===== config.mk =====
export PLATFORM = sky130hd
export DESIGN_NAME = sarseq_top
export DESIGN_NICKNAME = d
export VERILOG_FILES = /design/src/design/sarseq_pkg.sv /design/src/design/sarseq_top.sv /design/src/design/sarseq_tick.sv
export SDC_FILE = /design/constraint.sdc
export NUM_CORES = 1
export LEC_CHECK = 0
export BUFFER_PORTS_ARGS = -buffer_cell sky130_fd_sc_hd__clkbuf_2
export CAP_MARGIN = 30
export CORE_ASPECT_RATIO = 1.4
export CORE_MARGIN = 2
export CORE_UTILIZATION = 30
export DETAILED_ROUTE_END_ITERATION = 16
export GPL_TIMING_DRIVEN = 1
export SLEW_MARGIN = 10
export SYNTH_ARGS = -nofsm -noshare
export SYNTH_HDL_FRONTEND = slang
export SYNTH_SLANG_ARGS = --single-unit

===== constraint.sdc =====
create_clock -name pclk -period 3.8 [get_ports pclk]
set_input_delay 0.76 -clock pclk [delete_from_list [all_inputs] [get_ports pclk]]
set_output_delay 0.76 -clock pclk [all_outputs]
set_load 0.05 [all_outputs]

===== src/design/sarseq_pkg.sv =====
// Package with register map, field layout and timing constants of the converter sequencer
package sarseq_pkg;

    // ****************************************
    // Register byte addresses
    // ****************************************
    localparam logic [7:0] SARSEQ_CTRL_OFF   = 8'h93;
    localparam logic [7:0] SARSEQ_TIMING_OFF = 8'h94;
    localparam logic [7:0] SARSEQ_PINEN_OFF  = 8'h95;
    localparam logic [7:0] SARSEQ_RESLO_OFF  = 8'h96;
    localparam logic [7:0] SARSEQ_RESHI_OFF  = 8'h97;

    // ****************************************
    // Control, timing and pin enable register fields
    // ****************************************
    localparam int SARSEQ_CTRL_EN_BIT    = 7;
    localparam int SARSEQ_CTRL_IRQF_BIT  = 6;
    localparam int SARSEQ_CTRL_CMP_BIT   = 5;
    localparam int SARSEQ_CTRL_FIX_BIT   = 4;
    localparam int SARSEQ_CTRL_CH_LSB    = 1;
    localparam int SARSEQ_CTRL_GO_BIT    = 0;
    localparam int SARSEQ_CTRL_IRQEN_BIT = 8;
    localparam int SARSEQ_TIM_CLK_LSB    = 5;
    localparam int SARSEQ_TIM_TS_LSB     = 0;
    localparam int SARSEQ_PINEN_LSB      = 2;

    // ****************************************
    // Reset values
    // ****************************************
    localparam logic [7:0] SARSEQ_PINEN_RST  = 8'h00;
    localparam logic [9:0] SARSEQ_RESULT_RST = 10'h000;
    localparam logic [3:0] SARSEQ_TS_RST     = 4'h0;
    localparam logic [2:0] SARSEQ_CLK_RST    = 3'h0;
    localparam logic [2:0] SARSEQ_CH_RST     = 3'h0;

    // ****************************************
    // Timing counts in converter clock periods
    // ****************************************
    localparam logic [3:0] SARSEQ_SAMPLE_MIN = 4'h2;
    localparam logic [3:0] SARSEQ_SAMPLE_MAX = 4'hF;
    localparam logic [3:0] SARSEQ_CONV_TADS  = 4'hC;

    typedef enum logic [1:0] {
        SARSEQ_IDLE,
        SARSEQ_SAMPLE,
        SARSEQ_CONVERT
    } sarseq_state_t;

    // Analog core handshake towards the converter core
    typedef struct packed {
        logic       sample;
        logic       convert;
        logic [2:0] channel;
        logic [5:0] pin_analog_select;
    } sarseq_core_ctl_t;

endpackage : sarseq_pkg


===== src/design/sarseq_top.sv =====
// Sequencer and compare logic of a 10-bit successive-approximation converter
// Notes on behaviour
// - Sample window never shorter than two converter clocks.
// - Sample window never longer than fifteen converter clocks.
// - Conversion lasts twelve converter clocks plus sample window.
// - Pin enable bits 7..2 route pins to converter; bits 1..0 unused.
// - Ten-bit value split: upper eight at 0x97, lowest two at 0x96.
// - Result registers written by software, and by hardware only when a normal-mode conversion completes.
// - With compare enabled, result pair holds the threshold.
// - Interrupt request raised when flag set and interrupt enabled.
// - Compare mode sets flag when value strictly exceeds threshold.
// - Compare mode repeats until software clears start bit.
// - Nominal sample window is field plus one converter clocks.
// - Converter clock is 2,4,6,8,12,16,24 or 32 system clocks.
// - Normal mode clears start bit at end; software clear aborts.
// - Channel select codes 010..111 pick inputs two to seven.
`timescale 1ns/100ps
module sarseq_top (
    input  wire logic                       pclk,
    input  wire logic                       presetn,
    input  wire logic                       psel,
    input  wire logic                       penable,
    input  wire logic                       pwrite,
    input  wire logic [7:0]                 paddr,
    input  wire logic [31:0]                pwdata,
    output logic      [31:0]                prdata,
    output logic                            pready,
    output logic                            pslverr,
    input  wire logic [9:0]                 core_value,
    output sarseq_pkg::sarseq_core_ctl_t    core_ctl,
    output logic                            converter_irq
);
    import sarseq_pkg::*;

    // ****************************************
    // Register state
    // ****************************************
    logic          converter_enable_q, converter_enable_d;
    logic          converter_irq_flag_q, converter_irq_flag_d;
    logic          compare_enable_q, compare_enable_d;
    logic          irq_enable_q, irq_enable_d;
    logic          go_q, go_d;
    logic [2:0]    channel_select_field_q, channel_select_field_d;
    logic [2:0]    conv_clock_period_field_q, conv_clock_period_field_d;
    logic [3:0]    sample_time_field_q, sample_time_field_d;
    logic [5:0]    pin_analog_select_q, pin_analog_select_d;
    logic [9:0]    result_value_bits_q, result_value_bits_d;
    sarseq_state_t state_q, state_d;
    logic [3:0]    tad_cnt_q, tad_cnt_d;
    logic          converter_irq_q, converter_irq_d;
    sarseq_core_ctl_t core_ctl_q, core_ctl_d;

    logic          wr_en;
    logic          rd_en;
    logic          tick;
    logic          run;
    logic          done;
    logic [3:0]    window;
    logic [4:0]    nominal;
    logic [9:0]    core_sync1_q, core_sync2_q;

    assign wr_en   = psel && penable && pwrite;
    assign rd_en   = psel && penable && !pwrite;
    assign pready  = 1'b1;
    assign pslverr = 1'b0;
    assign run     = (state_q != SARSEQ_IDLE);

    // ****************************************
    // Analog value synchroniser
    // ****************************************
    // Bitwise sync is safe only because the core holds its value through a frame
    always_ff @(posedge pclk or negedge presetn) begin
        if (!presetn) begin
            core_sync1_q <= 10'h000;
            core_sync2_q <= 10'h000;
        end else begin
            core_sync1_q <= core_value;
            core_sync2_q <= core_sync1_q;
        end
    end

    sarseq_tick u_tick (
        .pclk                    (pclk),
        .presetn                 (presetn),
        .run                     (run),
        .conv_clock_period_field (conv_clock_period_field_q),
        .tick                    (tick)
    );

    // ****************************************
    // Sample window
    // ****************************************
    always_comb begin
        nominal = {1'b0, sample_time_field_q} + 5'h01;
        if (nominal < {1'b0, SARSEQ_SAMPLE_MIN}) begin
            window = SARSEQ_SAMPLE_MIN;
        end else if (nominal > {1'b0, SARSEQ_SAMPLE_MAX}) begin
            window = SARSEQ_SAMPLE_MAX;
        end else begin
            window = nominal[3:0];
        end
    end

    // ****************************************
    // Conversion sequencer
    // ****************************************
    always_comb begin
        state_d   = state_q;
        tad_cnt_d = tad_cnt_q;
        done      = 1'b0;
        case (state_q)
            SARSEQ_IDLE: begin
                tad_cnt_d = 4'h0;
                if (go_q && converter_enable_q) begin
                    state_d = SARSEQ_SAMPLE;
                end
            end
            SARSEQ_SAMPLE: begin
                if (tick) begin
                    if (tad_cnt_q == window - 4'h1) begin
                        tad_cnt_d = 4'h0;
                        state_d   = SARSEQ_CONVERT;
                    end else begin
                        tad_cnt_d = tad_cnt_q + 4'h1;
                    end
                end
            end
            SARSEQ_CONVERT: begin
                if (tick) begin
                    if (tad_cnt_q == SARSEQ_CONV_TADS - 4'h1) begin
                        tad_cnt_d = 4'h0;
                        done      = 1'b1;
                        state_d   = SARSEQ_IDLE;
                    end else begin
                        tad_cnt_d = tad_cnt_q + 4'h1;
                    end
                end
            end
            default: begin
                state_d = SARSEQ_IDLE;
            end
        endcase
        if (!go_q || !converter_enable_q) begin
            state_d   = SARSEQ_IDLE;
            tad_cnt_d = 4'h0;
            done      = 1'b0;
        end
    end

    // ****************************************
    // Register file with hardware updates
    // ****************************************
    always_comb begin
        converter_enable_d        = converter_enable_q;
        converter_irq_flag_d      = converter_irq_flag_q;
        compare_enable_d          = compare_enable_q;
        irq_enable_d              = irq_enable_q;
        go_d                      = go_q;
        channel_select_field_d    = channel_select_field_q;
        conv_clock_period_field_d = conv_clock_period_field_q;
        sample_time_field_d       = sample_time_field_q;
        pin_analog_select_d       = pin_analog_select_q;
        result_value_bits_d       = result_value_bits_q;
        if (wr_en) begin
            case (paddr)
                SARSEQ_CTRL_OFF: begin
                    converter_enable_d     = pwdata[SARSEQ_CTRL_EN_BIT];
                    converter_irq_flag_d   = pwdata[SARSEQ_CTRL_IRQF_BIT];
                    compare_enable_d       = pwdata[SARSEQ_CTRL_CMP_BIT];
                    irq_enable_d           = pwdata[SARSEQ_CTRL_IRQEN_BIT];
                    channel_select_field_d = pwdata[SARSEQ_CTRL_CH_LSB +: 3];
                    go_d                   = pwdata[SARSEQ_CTRL_GO_BIT];
                end
                SARSEQ_TIMING_OFF: begin
                    conv_clock_period_field_d = pwdata[SARSEQ_TIM_CLK_LSB +: 3];
                    sample_time_field_d       = pwdata[SARSEQ_TIM_TS_LSB +: 4];
                end
                SARSEQ_PINEN_OFF: pin_analog_select_d = pwdata[SARSEQ_PINEN_LSB +: 6];
                SARSEQ_RESLO_OFF: result_value_bits_d[1:0] = pwdata[1:0];
                SARSEQ_RESHI_OFF: result_value_bits_d[9:2] = pwdata[7:0];
                default: ;
            endcase
        end
        // Hardware events placed after writes so they win over a write in the same cycle
        if (done) begin
            if (compare_enable_q) begin
                if (sample_q_next_gt(core_sync2_q, result_value_bits_q)) begin
                    converter_irq_flag_d = 1'b1;
                end
            end else begin
                result_value_bits_d  = core_sync2_q;
                converter_irq_flag_d = 1'b1;
                go_d                 = 1'b0;
            end
        end
    end

    function automatic logic sample_q_next_gt(input logic [9:0] v, input logic [9:0] thr);
        return v > thr;
    endfunction : sample_q_next_gt

    always_ff @(posedge pclk or negedge presetn) begin
        if (!presetn) begin
            converter_enable_q        <= 1'b0;
            converter_irq_flag_q      <= 1'b0;
            compare_enable_q          <= 1'b0;
            irq_enable_q              <= 1'b0;
            go_q                      <= 1'b0;
            channel_select_field_q    <= SARSEQ_CH_RST;
            conv_clock_period_field_q <= SARSEQ_CLK_RST;
            sample_time_field_q       <= SARSEQ_TS_RST;
            pin_analog_select_q       <= SARSEQ_PINEN_RST[7:2];
            result_value_bits_q       <= SARSEQ_RESULT_RST;
            state_q                   <= SARSEQ_IDLE;
            tad_cnt_q                 <= 4'h0;
        end else begin
            converter_enable_q        <= converter_enable_d;
            converter_irq_flag_q      <= converter_irq_flag_d;
            compare_enable_q          <= compare_enable_d;
            irq_enable_q              <= irq_enable_d;
            go_q                      <= go_d;
            channel_select_field_q    <= channel_select_field_d;
            conv_clock_period_field_q <= conv_clock_period_field_d;
            sample_time_field_q       <= sample_time_field_d;
            pin_analog_select_q       <= pin_analog_select_d;
            result_value_bits_q       <= result_value_bits_d;
            state_q                   <= state_d;
            tad_cnt_q                 <= tad_cnt_d;
        end
    end

    // ****************************************
    // Read mux and outputs
    // ****************************************
    always_comb begin
        prdata = 32'h0000_0000;
        if (rd_en) begin
            case (paddr)
                SARSEQ_CTRL_OFF: begin
                    prdata[SARSEQ_CTRL_EN_BIT]    = converter_enable_q;
                    prdata[SARSEQ_CTRL_IRQF_BIT]  = converter_irq_flag_q;
                    prdata[SARSEQ_CTRL_CMP_BIT]   = compare_enable_q;
                    // Unused bit reads one as at reset
                    prdata[SARSEQ_CTRL_FIX_BIT]   = 1'b1;
                    prdata[SARSEQ_CTRL_CH_LSB +: 3] = channel_select_field_q;
                    prdata[SARSEQ_CTRL_GO_BIT]    = go_q;
                    prdata[SARSEQ_CTRL_IRQEN_BIT] = irq_enable_q;
                end
                SARSEQ_TIMING_OFF: begin
                    prdata[SARSEQ_TIM_CLK_LSB +: 3] = conv_clock_period_field_q;
                    prdata[SARSEQ_TIM_TS_LSB +: 4]  = sample_time_field_q;
                end
                SARSEQ_PINEN_OFF: prdata[SARSEQ_PINEN_LSB +: 6] = pin_analog_select_q;
                SARSEQ_RESLO_OFF: prdata[1:0] = result_value_bits_q[1:0];
                SARSEQ_RESHI_OFF: prdata[7:0] = result_value_bits_q[9:2];
                default: ;
            endcase
        end
    end

    // Built from next values, so the flops add no cycle of lag
    always_comb begin
        converter_irq_d              = converter_irq_flag_d && irq_enable_d;
        core_ctl_d.channel           = channel_select_field_d;
        core_ctl_d.sample            = (state_d == SARSEQ_SAMPLE);
        core_ctl_d.convert           = (state_d == SARSEQ_CONVERT);
        core_ctl_d.pin_analog_select = pin_analog_select_d;
    end

    always_ff @(posedge pclk or negedge presetn) begin
        if (!presetn) begin
            converter_irq_q <= 1'b0;
            core_ctl_q      <= 11'h000;
        end else begin
            converter_irq_q <= converter_irq_d;
            core_ctl_q      <= core_ctl_d;
        end
    end

    assign converter_irq = converter_irq_q;
    assign core_ctl      = core_ctl_q;

endmodule : sarseq_top


===== src/design/sarseq_tick.sv =====
// Converter clock tick generator dividing the system clock
`timescale 1ns/100ps
module sarseq_tick (
    input  wire logic       pclk,
    input  wire logic       presetn,
    input  wire logic       run,
    input  wire logic [2:0] conv_clock_period_field,
    output logic            tick
);
    import sarseq_pkg::*;

    logic [5:0] cnt_q;
    logic [5:0] cnt_d;
    logic [5:0] period;

    always_comb begin
        case (conv_clock_period_field)
            3'h0:    period = 6'h02;
            3'h1:    period = 6'h04;
            3'h2:    period = 6'h06;
            3'h3:    period = 6'h08;
            3'h4:    period = 6'h0C;
            3'h5:    period = 6'h10;
            3'h6:    period = 6'h18;
            default: period = 6'h20;
        endcase
    end

    always_comb begin
        tick  = 1'b0;
        cnt_d = cnt_q;
        if (!run) begin
            cnt_d = 6'h00;
        end else if (cnt_q >= period - 6'h01) begin
            cnt_d = 6'h00;
            tick  = 1'b1;
        end else begin
            cnt_d = cnt_q + 6'h01;
        end
    end

    always_ff @(posedge pclk or negedge presetn) begin
        if (!presetn) begin
            cnt_q <= 6'h00;
        end else begin
            cnt_q <= cnt_d;
        end
    end

endmodule : sarseq_tick


## Yosys cells after proc, flatten, opt, wreduce, memory -nomap -nowiden

Index checks and enable logic that the tools add are counted.

- Bits in registers: 66
- Bits in latches: 0
- Memory bits (writable): 0
- ROM bits: 0
- Bits of input ports: 55
- Memories kept: 0

- Add/subtract/negate cells: 5
- Multiply operators: 0
- Div/mod/pow operators: 0
- $lt $le $gt $ge: 4
- Equal/unequal tests: 19
- Shifts and indexed selects: 0
- Multiplexer cells: 46
- Bitwise logic cells: 0
- Reduce and logical (&&, ||, !) cells: 17

Operator list:

| cell | number |
|---|---|
| $pmux W6 S7 | 1 |
| $eq A8 B8 Y1 const B | 5 |
| $mux W10 | 3 |
| $mux W4 | 7 |
| $mux W1 | 18 |
| $pmux W2 S4 | 2 |
| $mux W2 | 7 |
| $mux W6 | 2 |
| $pmux W3 S4 | 1 |
| $pmux W4 S3 | 1 |
| $gt A10 B10 Y1 | 1 |
| $eq A3 B3 Y1 const B | 3 |
| $mux W9 | 1 |
| $mux W8 | 1 |
| $add A6 B1 Y6 const B | 1 |
| $eq A3 B2 Y1 const B | 2 |
| $ge A6 B6 Y1 | 1 |
| $ne A3 B3 Y1 const B | 2 |
| $pmux W2 S3 | 1 |
| $reduce_and A2 Y1 | 3 |
| $sub A6 B1 Y6 const B | 1 |
| $add A4 B1 Y5 const B | 1 |
| $gt A5 B4 Y1 const B | 1 |
| $logic_and A1 B1 Y1 | 5 |
| other kinds (16) | 20 |

## Longest topological paths before layout

- Depth after elaboration: 11
- Gate-level depth with buffers: 16
- Gate-level depth less buffers: 13

## Modules after synthesis

Synthesis repeated with hierarchy kept, for this count alone.

- Cell total of the unflattened synthesis: 369
- Area, all modules: 3769.9 um2

By module, submodules not included:

| module | instances | cells an instance | area each (um2) | sequential area each (um2) |
|---|---|---|---|---|
| sarseq_top | 1 | 320 | 3315.7 | 1501.4 |
| sarseq_tick | 1 | 49 | 454.2 | 150.1 |

## Least setup slack after synthesis

OpenSTA, ideal clock, no wires.

- Path kind: in2out
- From: input paddr[3]
- To: output prdata[2]
- Data arrival time: 2336 ps
- Slack: 704 ps
- Stages: 5
- Path buffers: 0
- Cells stage by stage: nor4b_2 > nand2_1 > nor3_1 > o21ai_0 > nor2_1

- Cells in the longest elaborated chain, start to end: 3

RTL lines:

| what | RTL line | source |
|---|---|---|
| from (decl) | sarseq_top.sv:24 | `input wire logic [7:0] paddr,` |
| $eq A8 B8 Y1 | sarseq_top.sv:238 | `case (paddr)` |
| $pmux W2 S4 (*) | sarseq_top.sv:238 |  |
| $mux W9 (*) | sarseq_top.sv:237 | `if (rd_en) begin` |
| to (decl) | sarseq_top.sv:26 | `output logic [31:0] prdata,` |

Every way passes the cells marked *; elsewhere a longest branch is shown, timed or not.

## Final worst setup path

- From: input paddr[3]
- To: output prdata[1]

The elaborated chain is that of the path after synthesis.

==> impl_metrics.toml <==
[status]
outcome = "completed"

[route]
drc_errors = 0
drtIter0Drc = 158
ant_nets = 0
drtPass1Iterations = 4
finalWirelength_um = 8870
via_per_inst = 4.93
vias = 3191
wl_per_cell_um = 13.7

[setup_path]
crit_path_top_delay_cell = "nor4b_2"
path_max_fanout = 3
cp.required_ns = 3.04
cpPeakStageDelay_ns = 0.44
path_cells = "clkbuf_2, nor4b_2, nand2_1, nor3_1, o21ai_0, nor2_1, clkbuf_2"
end_kind = "primary output"
path_class = "in -> out"
crit_path_start_kind = "input pin"
ff2ff_setup_slack_ns = 0.66
crit_family = "simple AND/OR/NAND/NOR gates"
crit_buf_inv = 2
arrival_ns = 2.61
crit_top_cell = "clkbuf_2"

[timing]
timing.fmax_ghz = 0.296
rsz0062_at_grt = "false"
worst_pin_slew_ns = 0.554
fin_setup_tns_ns = 0
post-route-period-util_pct = 88.8
slew_violations = 0
relSlewSlack_pct = 62.7
finalClockSkew_ns = 0.00852
period_minus_slack_ns = 3.37
finalSetupViolations = 0
hold_violations = 0

[worst_hold_path]
min_path_type = "reg -> reg"

[global_routing]
antenna_found_initial = 0
grt_pass1_vias = 3006
grt_max_degree = 33
grt.overflow.total = 0
grt_pass1_wl_um = 14300
gr-usage-all-layers_pct = 12.8

[clock_tree]
cts_setup_buffers = 0
clock-sinks = 66
cts_root_buf = "clkbuf_16"
ctsLongestPathBuffers = 2
clk_latency_ns = 0.33
cts_buffers = 9
clk_pin_slew_ns = 0.05
cts_tree = "done"
cts_hold_buf = 0
cts.repair.resized = 0
htreeDepth = 3

[yosys]
synthTopCellsByArea = "dfrtp_1 (41%), ha_1 (7.4%), buf_4 (5.5%), mux2i_1 (5.4%), mux2_2 (5.0%)"
syn-cell-area_um2 = 4060
syn_avg_cell_area_um2 = 9.93
synth.distinct_cells = 60
synth-warning-count = 0
seq_area_frac_synth_pct = 40.7
ys_ff_latch = 66
synthCells = 409
synth_top_cell_by_area = "dfrtp_1"
synth-async-reset-ratio_pct = 100
netlist.area_leader.share_pct = 40.7
synth_ff_type = "dfrtp_1"
synth_enable_flop_cells = 0

[floorplanning]
die_width_um = 102
initial_core_util_pct = 30.5
die_area_um2 = 14500
ios = 101
die_y_um = 142
core_area_um2 = 13300
placementRows = 50

[cells_and_area]
drive_above_1_share_pct = 22.4
area_growth_pct = 15.3
antenna_cells = 0
finalNetCount = 539
fillers = 1336

[place]
gp_congestion = 0.842
io_buffers = 52
place_hpwl_um = 7150

[power]
p_per_area_nw_per_um2 = 352
finalPower_mw = 1.65
p_leak_nw = 2.22
ir_worst_vdd_mv = 0.299

[flow_run]
drv_cap = 0
final timing paths:
kind	from	endpoint	cells past startpoint
max reg2reg	conv_clock_period_field_q[2]	result_value_bits_q[1]	10
min in group asynchronous	presetn	conv_clock_period_field_q[0]	1
min reg2reg	core_sync1_q[2]	core_sync2_q[2]	0
max in group asynchronous	presetn	result_value_bits_q[1]	3
min	core_sync1_q[2]	core_sync2_q[2]	0
max	paddr[3]	prdata[1]	7
sequential cells by signal, indices dropped and copies added, names as in the netlist:
name and flops:
core_sync2_q 10, converter_irq_flag_q 1, tad_cnt_q 4, irq_enable_q 1, converter_enable_q 1, state_q 2
result_value_bits_q 10, core_ctl 11, u_tick.cnt_q 6, core_sync1_q 10, compare_enable_q 1, converter_irq 1
go_q 1, conv_clock_period_field_q 3, sample_time_field_q 4
layout make-up:
| class | instances | area, µm² | area share (%) |
|---|---|---|---|
| Tap cell | 182 | 228 | 4.86 |
| Timing Repair Buffer | 57 | 310 | 6.62 |
| Multi-Input combinational cell | 300 | 2110 | 45.1 |
| Inverter | 26 | 97.6 | 2.08 |
| Clock inverter | 2 | 10.0 | 0.214 |
| Sequential cell | 66 | 1650 | 35.3 |
| Clock buffer | 14 | 274 | 5.85 |
Yosys cell counts (all sizes together), types with 2 or more instances:
master   number
nor2b         6
xor2          3
a311oi        2
conb          2
o21a          2
o31a          3
mux2i        23
clkbuf        4
or2           3
a31oi         5
and3          6
inv          26
o31ai         2
nand3b        2
ha           24
xnor2         4
mux2         18
o2111ai       2
a221oi        7
dfrtp        66
nand2b        2
a21o          5
o221ai        2
a21oi        22
nor2         40
and2          6
nor3         16
buf          36
nand4         3
nand2        21
nand3        10
o21ai        14
a211oi        4
o311ai        3
where the power goes:
group,internal (mW),switching [mW],leakage [nW]
sequential,0.720,0.0108,0.818
clock,0.492,0.280,0.143
combinational,0.0354,0.109,1.26
total,1.25,0.400,2.22
worst reg2reg max path, stage by stage, from the launching register on:
cell and delay [ns]:
dfrtp_1 0.46, or2_2 0.35, ha_1 0.23, xnor2_1 0.15, ha_1 0.28, o21ai_0 0.07
o21ai_0 0.46, nand4_1 0.26, or2_2 0.53, nor2_1 0.17, a21oi_1 0.06
stage by stage:
stage | hold WS, ns | instances | util [%] | area [µm²] | setup slack [ns]
after floorplan | 0.331 | 432 | - | 4150 | 0.704
after global placement | 0.333 | 630 | 32.9 | 4380 | 0.431
after detailed placement | 0.335 | 631 | 33.0 | 4400 | 0.421
after CTS | 0.347 | 647 | 35.2 | 4680 | 0.417
after global routing | 0.355 | 647 | 35.2 | 4680 | 0.273
final | 0.346 | 647 | 35.2 | 4680 | 0.425
cells in the final DEF (no fill, tap or decap), types with 2 or more instances in the layout:
cell type,synthesis,final
a211oi_1,4,4
a21o_1,5,5
a21oi_1,22,22
a221oi_1,7,7
a311oi_1,2,2
a31oi_1,5,5
and2_1,6,6
and3_1,6,6
buf_4,30,4
clkbuf_1,4,2
clkbuf_16,0,9
clkbuf_2,0,51
clkbuf_8,0,3
clkinv_2,0,2
conb_1,2,25
dfrtp_1,66,66
ha_1,24,24
inv_1,26,26
mux2_2,18,18
mux2i_1,22,22
nand2_1,21,21
nand2b_1,2,2
nand3_1,9,9
nand3b_1,2,2
nand4_1,3,3
nor2_1,37,37
nor2_2,3,3
nor2b_1,6,6
nor3_1,14,14
o2111ai_1,2,2
o21a_1,2,2
o21ai_0,14,14
o221ai_1,2,2
o31a_1,3,3
or2_2,3,3
xnor2_1,4,4
xor2_1,3,3
logic make-up after synthesis:
kind of cell	share of synthesized area, %
simple gates	15.6
compound gates	14.2
flops	40.7
buf+inv	9.45
mux	11.0
fa+ha+maj	7.39
xor+xnor	1.51
other cells	0.185
per-layer routing:
layer  vias to the layer above  wire length [µm]  global-route usage, %  share of wire (%)
met2                        97              4870                   23.6                 55
li1                       1518                 -                      -                  -
met3                        18               392                   2.66                4.4
met1                      1558              3400                   13.8                 38
met4                         0               213                   5.47                2.4
met5                         -                 0                      0                  0
(Power assumes the default switching activity.)
